--- config.mk ---
export PLATFORM = sky130hd
export DESIGN_NAME = uart_shadow_data_port
export DESIGN_NICKNAME = d
export VERILOG_FILES = /design/src/hdl/uart_shadow_pkg.sv /design/src/hdl/uart_byte_fifo.sv /design/src/hdl/uart_shadow_data_port.sv
export SDC_FILE = /design/constraint.sdc
export NUM_CORES = 1
export LEC_CHECK = 0
export BUFFER_PORTS_ARGS = -buffer_cell sky130_fd_sc_hd__buf_4
export CAP_MARGIN = 20
export CORE_MARGIN = 3
export CORE_UTILIZATION = 40
export CTS_CLUSTER_SIZE = 40
export DETAILED_ROUTE_END_ITERATION = 12
export PLACE_DENSITY = 0.69
export SETUP_SLACK_MARGIN = 0.1
export SYNTH_ARGS = -nofsm -noshare
export SYNTH_HDL_FRONTEND = slang
export SYNTH_SLANG_ARGS = --single-unit
--- constraint.sdc ---
create_clock -name pclk -period 4.6 [get_ports pclk]
set_clock_uncertainty 0.1 [all_clocks]
set_input_delay 0.23 -clock pclk [delete_from_list [all_inputs] [get_ports pclk]]
set_output_delay 0.23 -clock pclk [all_outputs]
set_load 0.1 [all_outputs]
--- src/hdl/uart_shadow_pkg.sv ---
// constants shared by the shadow data port and its byte queues
package uart_shadow_pkg;
  // data path and queue geometry
  localparam int DATA_W     = 8;
  localparam int FIFO_DEPTH = 16;
  localparam int PTR_W      = 4;
  localparam int CNT_W      = 5;

  // register byte addresses
  localparam logic [31:0] ADDR_SHADOW_FIRST = 32'h5000_1130;
  localparam logic [31:0] ADDR_SHADOW_LAST  = 32'h5000_116C;
  localparam logic [31:0] ADDR_SHADOW_11    = 32'h5000_115C;
  localparam logic [31:0] ADDR_SHADOW_12    = 32'h5000_1160;
  localparam logic [31:0] ADDR_CTRL         = 32'h5000_1180;
  localparam logic [31:0] ADDR_LINE_STATUS  = 32'h5000_1184;
  localparam logic [31:0] ADDR_INT_STATUS   = 32'h5000_1188;
  localparam logic [31:0] ADDR_INT_MASK     = 32'h5000_118C;

  // control fields
  localparam int CTRL_FIFO_EN_BIT = 0;
  localparam int CTRL_IR_MODE_BIT = 1;

  // line status fields
  localparam int LSR_DATA_READY_BIT    = 0;
  localparam int LSR_OVERRUN_BIT       = 1;
  localparam int LSR_HOLDING_EMPTY_BIT = 5;

  // interrupt status and mask fields
  localparam int INT_OVERRUN_BIT = 0;
  localparam int INT_RX_BIT      = 1;
  localparam int INT_TX_LOST_BIT = 2;

  // reset values
  localparam logic [7:0]  RESET_DATA = 8'h00;
  localparam logic [1:0]  RESET_CTRL = 2'h0;
  localparam logic [2:0]  RESET_INT  = 3'h0;
  localparam logic [31:0] READ_ZERO  = 32'h0000_0000;
endpackage

--- src/hdl/uart_byte_fifo.sv ---
// byte queue in flip-flops, sixteen entries, used for receive and transmit
`timescale 1ns/10ps
module uart_byte_fifo (
  // clock and reset
  input  wire logic                                pclk,
  input  wire logic                                presetn,
  // control
  input  wire logic                                flush,
  // write side
  input  wire logic                                push,
  input  wire logic [uart_shadow_pkg::DATA_W-1:0]  push_data,
  // read side
  input  wire logic                                pop,
  output logic      [uart_shadow_pkg::DATA_W-1:0]  head_data,
  // state
  output logic                                     full,
  output logic                                     empty
);
  logic [uart_shadow_pkg::DATA_W-1:0] mem [uart_shadow_pkg::FIFO_DEPTH];
  logic [uart_shadow_pkg::DATA_W-1:0] next_mem [uart_shadow_pkg::FIFO_DEPTH];
  logic [uart_shadow_pkg::PTR_W-1:0]  wr_ptr;
  logic [uart_shadow_pkg::PTR_W-1:0]  rd_ptr;
  logic [uart_shadow_pkg::CNT_W-1:0]  count;
  logic [uart_shadow_pkg::PTR_W-1:0]  next_wr_ptr;
  logic [uart_shadow_pkg::PTR_W-1:0]  next_rd_ptr;
  logic [uart_shadow_pkg::CNT_W-1:0]  next_count;
  logic                               do_push;
  logic                               do_pop;

  assign full      = (count == uart_shadow_pkg::CNT_W'(uart_shadow_pkg::FIFO_DEPTH));
  assign empty     = (count == '0);
  assign head_data = mem[rd_ptr];
  // a push into a full queue is dropped here, the caller reports it
  assign do_push   = push & ~full;
  assign do_pop    = pop & ~empty;

  // widen a one-bit step to the count width so the sum keeps its size
  function automatic logic [uart_shadow_pkg::CNT_W-1:0] count_step(input logic b);
    count_step = {{(uart_shadow_pkg::CNT_W-1){1'b0}}, b};
  endfunction

  // pointer and storage update; flush wins over traffic
  always_comb begin
    next_mem    = mem;
    next_wr_ptr = wr_ptr;
    next_rd_ptr = rd_ptr;
    next_count  = count;
    if (flush) begin
      next_wr_ptr = '0;
      next_rd_ptr = '0;
      next_count  = '0;
    end else begin
      if (do_push) begin
        next_mem[wr_ptr] = push_data;
        next_wr_ptr      = wr_ptr + 1'b1;
      end
      if (do_pop) begin
        next_rd_ptr = rd_ptr + 1'b1;
      end
      next_count = count + count_step(do_push) - count_step(do_pop);
    end
  end

  // storage register
  always_ff @(posedge pclk or negedge presetn) begin
    if (!presetn) begin
      for (int i = 0; i < uart_shadow_pkg::FIFO_DEPTH; i++) begin
        mem[i] <= uart_shadow_pkg::RESET_DATA;
      end
      wr_ptr <= '0;
      rd_ptr <= '0;
      count  <= '0;
    end else begin
      mem    <= next_mem;
      wr_ptr <= next_wr_ptr;
      rd_ptr <= next_rd_ptr;
      count  <= next_count;
    end
  end
endmodule

--- src/hdl/uart_shadow_data_port.sv ---
// shadow receive/transmit data port of a uart, with apb slave and interrupt
//
// Operation
// - all sixteen shadow words alias one receive buffer for burst access
// - read bits 7:0 give the byte from serial or infrared input
// - without fifos an unread byte is overwritten and overrun flagged
// - with fifos a read returns the receive fifo head
// - full receive fifo keeps entries, drops new byte, flags overrun
// - a write supplies the byte for serial or infrared transmission
// - without fifos one write clears holding empty
// - without fifos further writes replace the pending transmit byte
// - with fifos up to sixteen writes are accepted before full
// - writes into a full transmit fifo are discarded
// - data resets to zero, upper bits read zero
//
// Chosen here: the APB interface to the registers.
`timescale 1ns/10ps
module uart_shadow_data_port (
  // clock and reset
  input  wire logic        pclk,
  input  wire logic        presetn,
  // apb slave
  input  wire logic        psel,
  input  wire logic        penable,
  input  wire logic        pwrite,
  input  wire logic [31:0] paddr,
  input  wire logic [31:0] pwdata,
  output logic      [31:0] prdata,
  output logic             pready,
  output logic             pslverr,
  // received bytes from the serial and infrared deserialisers
  input  wire logic        rx_strobe,
  input  wire logic [7:0]  rx_byte,
  input  wire logic        rx_ir_strobe,
  input  wire logic [7:0]  rx_ir_byte,
  // transmit byte stream to the serialiser
  output logic             tx_valid,
  input  wire logic        tx_ready,
  output logic      [7:0]  tx_byte,
  output logic             tx_ir_mode,
  // interrupt
  output logic             irq
);
  // an address is a shadow alias when it is one of the sixteen aligned words
  function automatic logic is_shadow(input logic [31:0] a);
    is_shadow = (a >= uart_shadow_pkg::ADDR_SHADOW_FIRST) &&
                (a <= uart_shadow_pkg::ADDR_SHADOW_LAST) && (a[1:0] == 2'b00);
  endfunction

  logic [1:0]  ctrl;
  logic [2:0]  int_status;
  logic [2:0]  int_mask;
  logic        overrun;
  logic [7:0]  rx_hold;
  logic        rx_hold_valid;
  logic [7:0]  tx_hold;
  logic        tx_hold_full;
  logic        rd_pop_ok;
  logic        err_q;
  logic [1:0]  next_ctrl;
  logic [2:0]  next_int_status;
  logic [2:0]  next_int_mask;
  logic        next_overrun;
  logic [7:0]  next_rx_hold;
  logic        next_rx_hold_valid;
  logic [7:0]  next_tx_hold;
  logic        next_tx_hold_full;
  logic        next_rd_pop_ok;
  logic        next_err_q;
  logic [31:0] next_prdata;
  logic        setup;
  logic        access;
  logic        shadow_hit;
  logic        tx_write;
  logic        fifo_en;
  logic        flush;
  logic        rx_in_valid;
  logic [7:0]  rx_in_data;
  logic        rx_pop_bus;
  logic        rx_full;
  logic        rx_empty;
  logic [7:0]  rx_head;
  logic        tx_full;
  logic        tx_empty;
  logic [7:0]  tx_head;
  logic        tx_take;
  logic        data_ready;
  logic        holding_empty;
  logic        ev_overrun;
  logic        ev_tx_lost;
  logic [7:0]  rx_read_byte;
  logic [31:0] line_status_reg;
  logic [2:0]  events;

  // bus phases and decode; zero wait states
  assign setup      = psel & ~penable;
  assign access     = psel & penable;
  assign shadow_hit = is_shadow(paddr);
  assign tx_write   = access & pwrite & shadow_hit;
  assign pready     = 1'b1;
  assign pslverr    = access & err_q;

  // mode bits; changing the fifo mode flushes both directions
  assign fifo_en    = ctrl[uart_shadow_pkg::CTRL_FIFO_EN_BIT];
  assign tx_ir_mode = ctrl[uart_shadow_pkg::CTRL_IR_MODE_BIT];
  assign flush      = access & pwrite & (paddr == uart_shadow_pkg::ADDR_CTRL) &
                      (pwdata[uart_shadow_pkg::CTRL_FIFO_EN_BIT] != fifo_en);

  // input select between uart and infrared receivers
  assign rx_in_valid = tx_ir_mode ? rx_ir_strobe : rx_strobe;
  assign rx_in_data  = tx_ir_mode ? rx_ir_byte : rx_byte;

  // pop only if data was ready at setup, so a byte landing mid-read is kept
  assign rx_pop_bus  = access & ~pwrite & shadow_hit & rd_pop_ok;

  // status seen by software
  assign data_ready    = fifo_en ? ~rx_empty : rx_hold_valid;
  assign holding_empty = fifo_en ? tx_empty : ~tx_hold_full;
  assign rx_read_byte  = fifo_en ? rx_head : rx_hold;

  // overrun: byte lost to a full fifo, or unread holding byte overwritten
  assign ev_overrun = rx_in_valid & ~flush &
                      (fifo_en ? rx_full : (rx_hold_valid & ~rx_pop_bus));
  assign ev_tx_lost = tx_write & fifo_en & tx_full & ~flush;

  // transmit stream to the serialiser
  assign tx_valid = fifo_en ? ~tx_empty : tx_hold_full;
  assign tx_byte  = fifo_en ? tx_head : tx_hold;
  assign tx_take  = tx_valid & tx_ready;

  // line status view
  always_comb begin
    line_status_reg = uart_shadow_pkg::READ_ZERO;
    line_status_reg[uart_shadow_pkg::LSR_DATA_READY_BIT]    = data_ready;
    line_status_reg[uart_shadow_pkg::LSR_OVERRUN_BIT]       = overrun;
    line_status_reg[uart_shadow_pkg::LSR_HOLDING_EMPTY_BIT] = holding_empty;
  end

  // interrupt events, same layout as status and mask
  always_comb begin
    events = '0;
    events[uart_shadow_pkg::INT_OVERRUN_BIT] = ev_overrun;
    events[uart_shadow_pkg::INT_RX_BIT]      = rx_in_valid & ~flush;
    events[uart_shadow_pkg::INT_TX_LOST_BIT] = ev_tx_lost;
  end

  assign irq = |(int_status & int_mask);

  // receive fifo; a push while full is dropped, stored entries stay
  uart_byte_fifo u_rx_fifo (
    .pclk      (pclk),
    .presetn   (presetn),
    .flush     (flush),
    .push      (fifo_en & rx_in_valid),
    .push_data (rx_in_data),
    .pop       (fifo_en & rx_pop_bus),
    .head_data (rx_head),
    .full      (rx_full),
    .empty     (rx_empty)
  );

  // transmit fifo; sixteen writes fill it, more are discarded
  uart_byte_fifo u_tx_fifo (
    .pclk      (pclk),
    .presetn   (presetn),
    .flush     (flush),
    .push      (fifo_en & tx_write),
    .push_data (pwdata[7:0]),
    .pop       (fifo_en & tx_take),
    .head_data (tx_head),
    .full      (tx_full),
    .empty     (tx_empty)
  );

  // next register state: bus side effects, holding registers, flags
  always_comb begin
    next_ctrl          = ctrl;
    next_int_mask      = int_mask;
    next_int_status    = int_status;
    next_overrun       = overrun;
    next_rx_hold       = rx_hold;
    next_rx_hold_valid = rx_hold_valid;
    next_tx_hold       = tx_hold;
    next_tx_hold_full  = tx_hold_full;
    next_rd_pop_ok     = rd_pop_ok;
    next_err_q         = err_q;
    next_prdata        = prdata;
    // setup phase: latch read data and decode error ahead of access
    if (setup) begin
      next_err_q     = 1'b0;
      next_rd_pop_ok = data_ready;
      next_prdata    = uart_shadow_pkg::READ_ZERO;
      if (shadow_hit) begin
        next_prdata[7:0] = pwrite ? uart_shadow_pkg::RESET_DATA : rx_read_byte;
      end else if (paddr == uart_shadow_pkg::ADDR_CTRL) begin
        next_prdata[1:0] = ctrl;
      end else if (paddr == uart_shadow_pkg::ADDR_LINE_STATUS) begin
        next_prdata = line_status_reg;
      end else if (paddr == uart_shadow_pkg::ADDR_INT_STATUS) begin
        next_prdata[2:0] = int_status;
      end else if (paddr == uart_shadow_pkg::ADDR_INT_MASK) begin
        next_prdata[2:0] = int_mask;
      end else begin
        next_err_q = 1'b1;
      end
    end
    // register writes and read side effects; events are ored in after
    if (access && !err_q) begin
      if (pwrite && paddr == uart_shadow_pkg::ADDR_CTRL) begin
        next_ctrl = pwdata[1:0];
      end
      if (pwrite && paddr == uart_shadow_pkg::ADDR_INT_MASK) begin
        next_int_mask = pwdata[2:0];
      end
      if (pwrite && paddr == uart_shadow_pkg::ADDR_INT_STATUS) begin
        next_int_status = int_status & ~pwdata[2:0];
      end
      if (!pwrite && paddr == uart_shadow_pkg::ADDR_LINE_STATUS) begin
        next_overrun = 1'b0;
      end
    end
    // set wins over clear for every sticky flag
    next_int_status = next_int_status | events;
    if (ev_overrun) begin
      next_overrun = 1'b1;
    end
    // non-fifo receive holding byte
    if (rx_pop_bus && !fifo_en) begin
      next_rx_hold_valid = 1'b0;
    end
    if (rx_in_valid && !fifo_en) begin
      next_rx_hold       = rx_in_data;
      next_rx_hold_valid = 1'b1;
    end
    // non-fifo transmit holding byte; a write after the take wins
    if (tx_take && !fifo_en) begin
      next_tx_hold_full = 1'b0;
    end
    if (tx_write && !fifo_en) begin
      next_tx_hold      = pwdata[7:0];
      next_tx_hold_full = 1'b1;
    end
    if (flush) begin
      next_rx_hold_valid = 1'b0;
      next_tx_hold_full  = 1'b0;
    end
  end

  // state register
  always_ff @(posedge pclk or negedge presetn) begin
    if (!presetn) begin
      ctrl          <= uart_shadow_pkg::RESET_CTRL;
      int_mask      <= uart_shadow_pkg::RESET_INT;
      int_status    <= uart_shadow_pkg::RESET_INT;
      overrun       <= 1'b0;
      rx_hold       <= uart_shadow_pkg::RESET_DATA;
      rx_hold_valid <= 1'b0;
      tx_hold       <= uart_shadow_pkg::RESET_DATA;
      tx_hold_full  <= 1'b0;
      rd_pop_ok     <= 1'b0;
      err_q         <= 1'b0;
      prdata        <= uart_shadow_pkg::READ_ZERO;
    end else begin
      ctrl          <= next_ctrl;
      int_mask      <= next_int_mask;
      int_status    <= next_int_status;
      overrun       <= next_overrun;
      rx_hold       <= next_rx_hold;
      rx_hold_valid <= next_rx_hold_valid;
      tx_hold       <= next_tx_hold;
      tx_hold_full  <= next_tx_hold_full;
      rd_pop_ok     <= next_rd_pop_ok;
      err_q         <= next_err_q;
      prdata        <= next_prdata;
    end
  end
endmodule

## Yosys cells after proc, flatten, opt, wreduce, memory -nomap -nowiden

Cells that the tools add are included.

- Equality and inequality tests: 7
- Multiplexer cells: 55
- Divide/modulo/power cells: 0
- $add $sub $neg: 8
- Reductions and logical operators: 33
- Multiply operators: 0
- Bitwise operators: 41
- Shifts and indexed selects: 0
- Magnitude comparators: 8

Operators with widths:

| kind | count |
|---|---|
| $bwmux 128 | 2 |
| $eq 32x31->1 const B | 4 |
| $mux 8 | 11 |
| $bmux 8 s4 | 2 |
| $demux 8 s4 | 2 |
| $mux 4 | 9 |
| $ge 32x31->1 const B | 1 |
| $le 32x31->1 const B | 1 |
| $and 1x1->1 | 24 |
| $mux 24 | 1 |
| $ge 5x5->1 const B | 4 |
| $not 4->5 | 4 |
| $mux 1 | 19 |
| $mux 3 | 6 |
| $add 4x1->4 const B | 4 |
| $logic_and 1x1->1 | 13 |
| $reduce_bool 2->1 | 6 |
| $add 5x1->5 | 2 |
| $eq 5x5->1 const B | 2 |
| $logic_not 5->1 | 2 |
| $lt 5x1->1 const B | 2 |
| $mux 5 | 2 |
| $reduce_and 2->1 | 5 |
| $sub 5x1->5 | 2 |
| 10 further kinds | 22 |

- Latch bits: 0
- ROM bits: 0
- Memory bits (writable): 0
- Memories: 0
- Logic and storage cells: 201
- Bits in registers: 343

## Depth between registers and ports, before layout

- Word-level depth: 11
- Depth in mapped cells: 16
- Depth with buffers taken out: 16

## Hierarchy

Synthesis repeated with hierarchy kept, for this count alone.

- Cells, all modules: 1,176
- Area, all modules: 16,442.0 um^2

Modules (own cells, without submodules):

| module | cells an instance | area each (um^2) | instances |
|---|---|---|---|
| uart_byte_fifo (u_tx_fifo) | 477 | 6,976.7 | 1 |
| uart_byte_fifo (u_rx_fifo) | 477 | 6,906.6 | 1 |
| uart_shadow_data_port | 222 | 2,558.7 | 1 |

## Worst setup path after synthesis

Ideal clock, no wire load.

- Path kind: reg2out
- Start point: register u_tx_fifo.rd_ptr[0] (netlist name)
- End point: output port tx_byte[5]
- Slack: 1.577 ns
- Data required time: 4.270 ns
- Data arrival time: 2.693 ns
- Cell stages (with the launch flop): 6
- Cell sequence: dfrtp_1 -> clkbuf_1 -> buf_1 -> mux4_2 -> mux4_2 -> mux2_2

- Word-level cells in the longest chain between the ends: 5

Ends and longest elaborated chain:

| what | line | text |
|---|---|---|
| start, declared | uart_byte_fifo.sv:22 | `logic [uart_shadow_pkg::PTR_W-1:0] rd_ptr;` |
| start signal, assigned | uart_byte_fifo.sv:76 | `rd_ptr <= next_rd_ptr;` |
| $not 4->5 (implied by the code) | uart_byte_fifo.sv:32 | `assign head_data = mem[rd_ptr];` |
| $bmux 8 s4 | uart_byte_fifo.sv:32 |  |
| $mux 8 (implied by the code) (2 in a row) | uart_byte_fifo.sv:32 |  |
| $mux 8 | uart_shadow_data_port.sv:128 | `assign tx_byte = fifo_en ? tx_head : tx_hold;` |
| end, declared | uart_shadow_data_port.sv:39 | `output logic [7:0] tx_byte,` |

Every way passes these cells. The select of a mux whose other input is x is not followed.

## Worst setup path after layout

- Start point: register u_tx_fifo.rd_ptr[0] (netlist name)
- End point: output port tx_byte[2]

Same word-level chain as after synthesis.

==> impl_summary.log <==
[metrics] number of antenna violations at the first check in global routing: 1
[metrics] count of flip-flops with a built-in enable after synthesis: 0
[metrics] floorplan row count: 72
[metrics] TritonCTS clock tree: built
[metrics] Slew Viols, Final: 0
[metrics] most common cell in the synthesized netlist: dfrtp_1
[metrics] total of endpoints with negative setup slack in the final report: 0
[metrics] proportion of synthesized chip area in sequential cells: 0.504
[metrics] Inserted Diodes: 0
[metrics] wire length of the first global-routing pass: 57,200 um
[metrics] total of buffers placed on input and output ports: 83
[metrics] proportion of layout cells with a drive suffix above 1: 0.434
[metrics] biggest area consumer among synthesized cells: dfrtp_1
[metrics] clock insertion delay at the later pin of the skew report: 0.52 ns
[metrics] filler cell count in the final layout: 3,360
[metrics] proportion of register bits with asynchronous set or reset after synthesis: 1.00
[metrics] Crit Path Category: reg -> out
[metrics] number of routed nets with antenna violations: 0
[metrics] via count of the first global-routing pass: 9,928
[metrics] ys flop type: dfrtp_1
[metrics] Resized Gates After CTS: 0
[metrics] signed area change from the synthesized netlist to the final layout: 14.7%
[metrics] Vias per Instance: 5.47
[metrics] maximum number of pins on one net before global-route repair: 124
[metrics] gpl congestion: 0.790
[metrics] H-Tree Depth: 2
[metrics] cell area power density: 330 nW/um2
[metrics] launching element of the worst setup path: u_tx_fifo.rd_ptr[0]
[metrics] maximum fanout count along the critical path: 17
[metrics] routed wirelength normalized by instance count: 20.3 um
[metrics] maximum root-to-sink buffer count: 3
[metrics] Largest stage delay, worst path: 0.73 ns
[metrics] required time of the critical path: 4.27 ns
[metrics] total vias in the final route: 9,562
[metrics] biggest area contributors in the synthesized netlist: dfrtp_1 50%, mux2_2 20%, mux4_2 11%, ha_1 1.7%, mux2i_1 1.5%
[metrics] Worst R2R End: u_rx_fifo.count[4]
[metrics] type of element capturing the critical path: primary output
[metrics] horizontal die dimension: 205 um
[metrics] wirelength, routed: 35,500 um
[metrics] total die area: 42,000 um2
[metrics] endpoints failing hold: 0
[metrics] cell-by-cell listing of the critical path: buf_4, mux4_2, mux4_2, mux2_2, buf_4
[metrics] critical path endpoint: tx_byte[2]
[metrics] Least-Margin Pin Slew: 1.05 ns
[metrics] maximum resistive drop on vdd: 0.000294 V
[metrics] classification of the worst-slack hold path: in -> reg
[metrics] reg2reg path depth: 16
[metrics] Post-CTS Setup Repair Bufs: 0
[metrics] r2r startpoint: u_rx_fifo.count[3]
[metrics] first-pass iteration count of the detailed router: 4
[metrics] aggregate global routing overflow: 0
[metrics] relative max-transition margin: 0.296
[metrics] leakage power: 0.00847 uW
[metrics] Cell variety after synth: 58
[metrics] placeable core region: 38,800 um2
[metrics] instance count after placement with tap cells included: 1,673
[metrics] number of cells produced by synthesis: 1,124
[metrics] Max Clock Freq: 285 MHz
[metrics] number of maximum-capacitance violations: 0
[metrics] post-route fraction of the period consumed by the critical path: 0.762
[metrics] Final TNS setup: 0 ns
[metrics] number of synthesized register bits: 319
[metrics] Arr. time, crit path: 3.18 ns
[metrics] HPWL reported at the end of detailed placement: 24,100 um
[metrics] number of synthesis warnings: 0
[metrics] I/O pin count: 133
[metrics] Clock Tree Root: clkbuf_16
[metrics] final instance count without filler cells: 1,747
[metrics] Reg2Reg Setup Slack: 1.41 ns
[metrics] setup repair after global routing missed its margin: no
[metrics] final worst path period need: 3.51 ns
[metrics] number of remaining DRC errors: 0
[metrics] top cell types by occurrence after synthesis: 319 x dfrtp_1, 286 x mux2_2, 74 x mux4_2
[metrics] outcome: finished, final reports clean
[metrics] Setup crit start kind: flop
[metrics] gr usage total: 0.173
[metrics] number of nets in the finished design: 1,318
[metrics] Slowest-stage cell, CP: dfrtp_2
[metrics] CTS sink cnt: 319
[metrics] count of routing violations after the opening detailed-route iteration: 563
[metrics] height of the die: 205 um
[metrics] initial core utilization: 0.408
[metrics] portion of synthesized cell area occupied by the leading cell type: 0.504
[metrics] clock buffer count from CTS: 36
[metrics] mean area per synthesized cell: 14.1 um2
[metrics] Clock transition at path regs: 0.06 ns
[metrics] cell area after technology mapping: 15,800 um2
sequential cells by signal, indices dropped and copies added, names as in the netlist:
name / cells
u_rx_fifo.count: 5
rd_pop_ok: 1
ctrl: 2
err_q: 1
int_mask: 3
rx_hold_valid: 1
u_tx_fifo.mem: 128
u_rx_fifo.mem: 128
u_tx_fifo.wr_ptr: 4
rx_hold: 8
u_rx_fifo.rd_ptr: 4
u_tx_fifo.rd_ptr: 4
overrun: 1
u_rx_fifo.wr_ptr: 4
int_status: 3
tx_hold_full: 1
tx_hold: 8
u_tx_fifo.count: 5
prdata: 8
per-stage QoR:
stage	worst slack (ns)	util	total power, uW	hold slack, ns	instance area, um2
finish	1.09	0.467	5980	0.0464	18200
global route	0.937	0.467	6210	0.0537	18200
CTS	1.02	0.467	6060	0.00489	18100
detailed placement	1.32	0.435	3300	0.219	16900
global placement	1.39	0.435	3290	0.215	16900
floorplan	1.58	-	3160	-0.166	15900
routing by layer:
layer | wire length [um] | GRT usage | vias up
li1 | - | - | 4252
met1 | 15700 | 0.237 | 5050
met2 | 17500 | 0.291 | 218
met3 | 1710 | 0.0262 | 42
met4 | 606 | 0.0425 | 0
met5 | 0 | 0 | -
final cells by class:
cell class,count,area [um2],area share
Inverter,22,82.6,0.00455
Sequential cell,319,7990,0.440
Clock inverter,6,72.6,0.00400
Multi-Input combinational cell,716,7410,0.408
Tap cell,518,648,0.0357
Timing Repair Buffer,111,908,0.0500
Clock buffer,55,1040,0.0574
worst max-delay path, delay by kind of cell (launching register included):
family   cells  cell delay (ns)
buf+inv      2             0.58
mux          3             1.33
flops        1             0.73
report_power, final:
part           switching (uW)  total, uW  internal, uW
Sequential               19.9       2850          2830
Combinational             283        403           120
Clock                    1110       2730          1620
how the worst min path moves through the flow:
| stage | endpoint | startpoint | cells after the start | slack, ns |
|---|---|---|---|---|
| after global placement | u_tx_fifo.mem[104] | presetn | 1 | 0.21 |
| after detailed placement | u_tx_fifo.mem[96] | presetn | 1 | 0.22 |
| final | int_status[0] | paddr[3] | 4 | 0.05 |
| after CTS | int_status[0] | paddr[3] | 4 | 0.005 |
| after global routing | int_status[0] | paddr[3] | 4 | 0.05 |
| after floorplan | ctrl[0] | presetn | 0 | -0.17 |
cells in the final DEF, fill, tap and decap left out, types with 3 or more instances in the layout:
master	netlist	layout
dfrtp_1	319	317
mux2_2	286	286
buf_4	28	95
mux4_2	74	74
nor2_1	51	51
nand2_1	39	39
clkbuf_16	0	36
conb_1	2	25
mux2i_1	23	23
inv_1	22	22
nand3_1	22	22
ha_1	22	22
o21ai_0	18	18
a21oi_1	15	15
clkbuf_1	44	12
dlygate4sd3_1	0	12
nor3_4	11	11
mux2_1	11	11
nand2b_1	10	10
nand4_1	8	8
nor2b_1	7	7
xor2_1	7	7
nor3_1	7	7
clkbuf_8	0	7
nor4b_1	6	6
xnor2_1	6	6
o22ai_1	6	6
or3_1	5	5
nor4_1	5	5
and3_1	4	4
and2_1	4	4
nand3b_1	3	3
nand4b_1	3	3
nor4b_4	3	3
a211oi_1	3	3
buf_12	0	3
logic make-up after synthesis:
| logic type | after synthesis | share of synthesized area |
|---|---|---|
| AO/OA/AOI/OAI | 61 | 0.0254 |
| other | 2 | 0.000474 |
| buffers and inverters | 112 | 0.0339 |
| multiplexers | 394 | 0.331 |
| adder cells (fa/ha/maj) | 24 | 0.0199 |
| AND/OR/NAND/NOR | 199 | 0.0776 |
| XOR/XNOR | 13 | 0.00719 |
| flip-flops | 319 | 0.504 |
what timing repair did:
item / CTS / global route
hold buffers: 12 / 0
endpoints found under the hold margin: 188 / 0
setup endpoints to repair: 0 / 0
(Power assumes the default switching activity.)
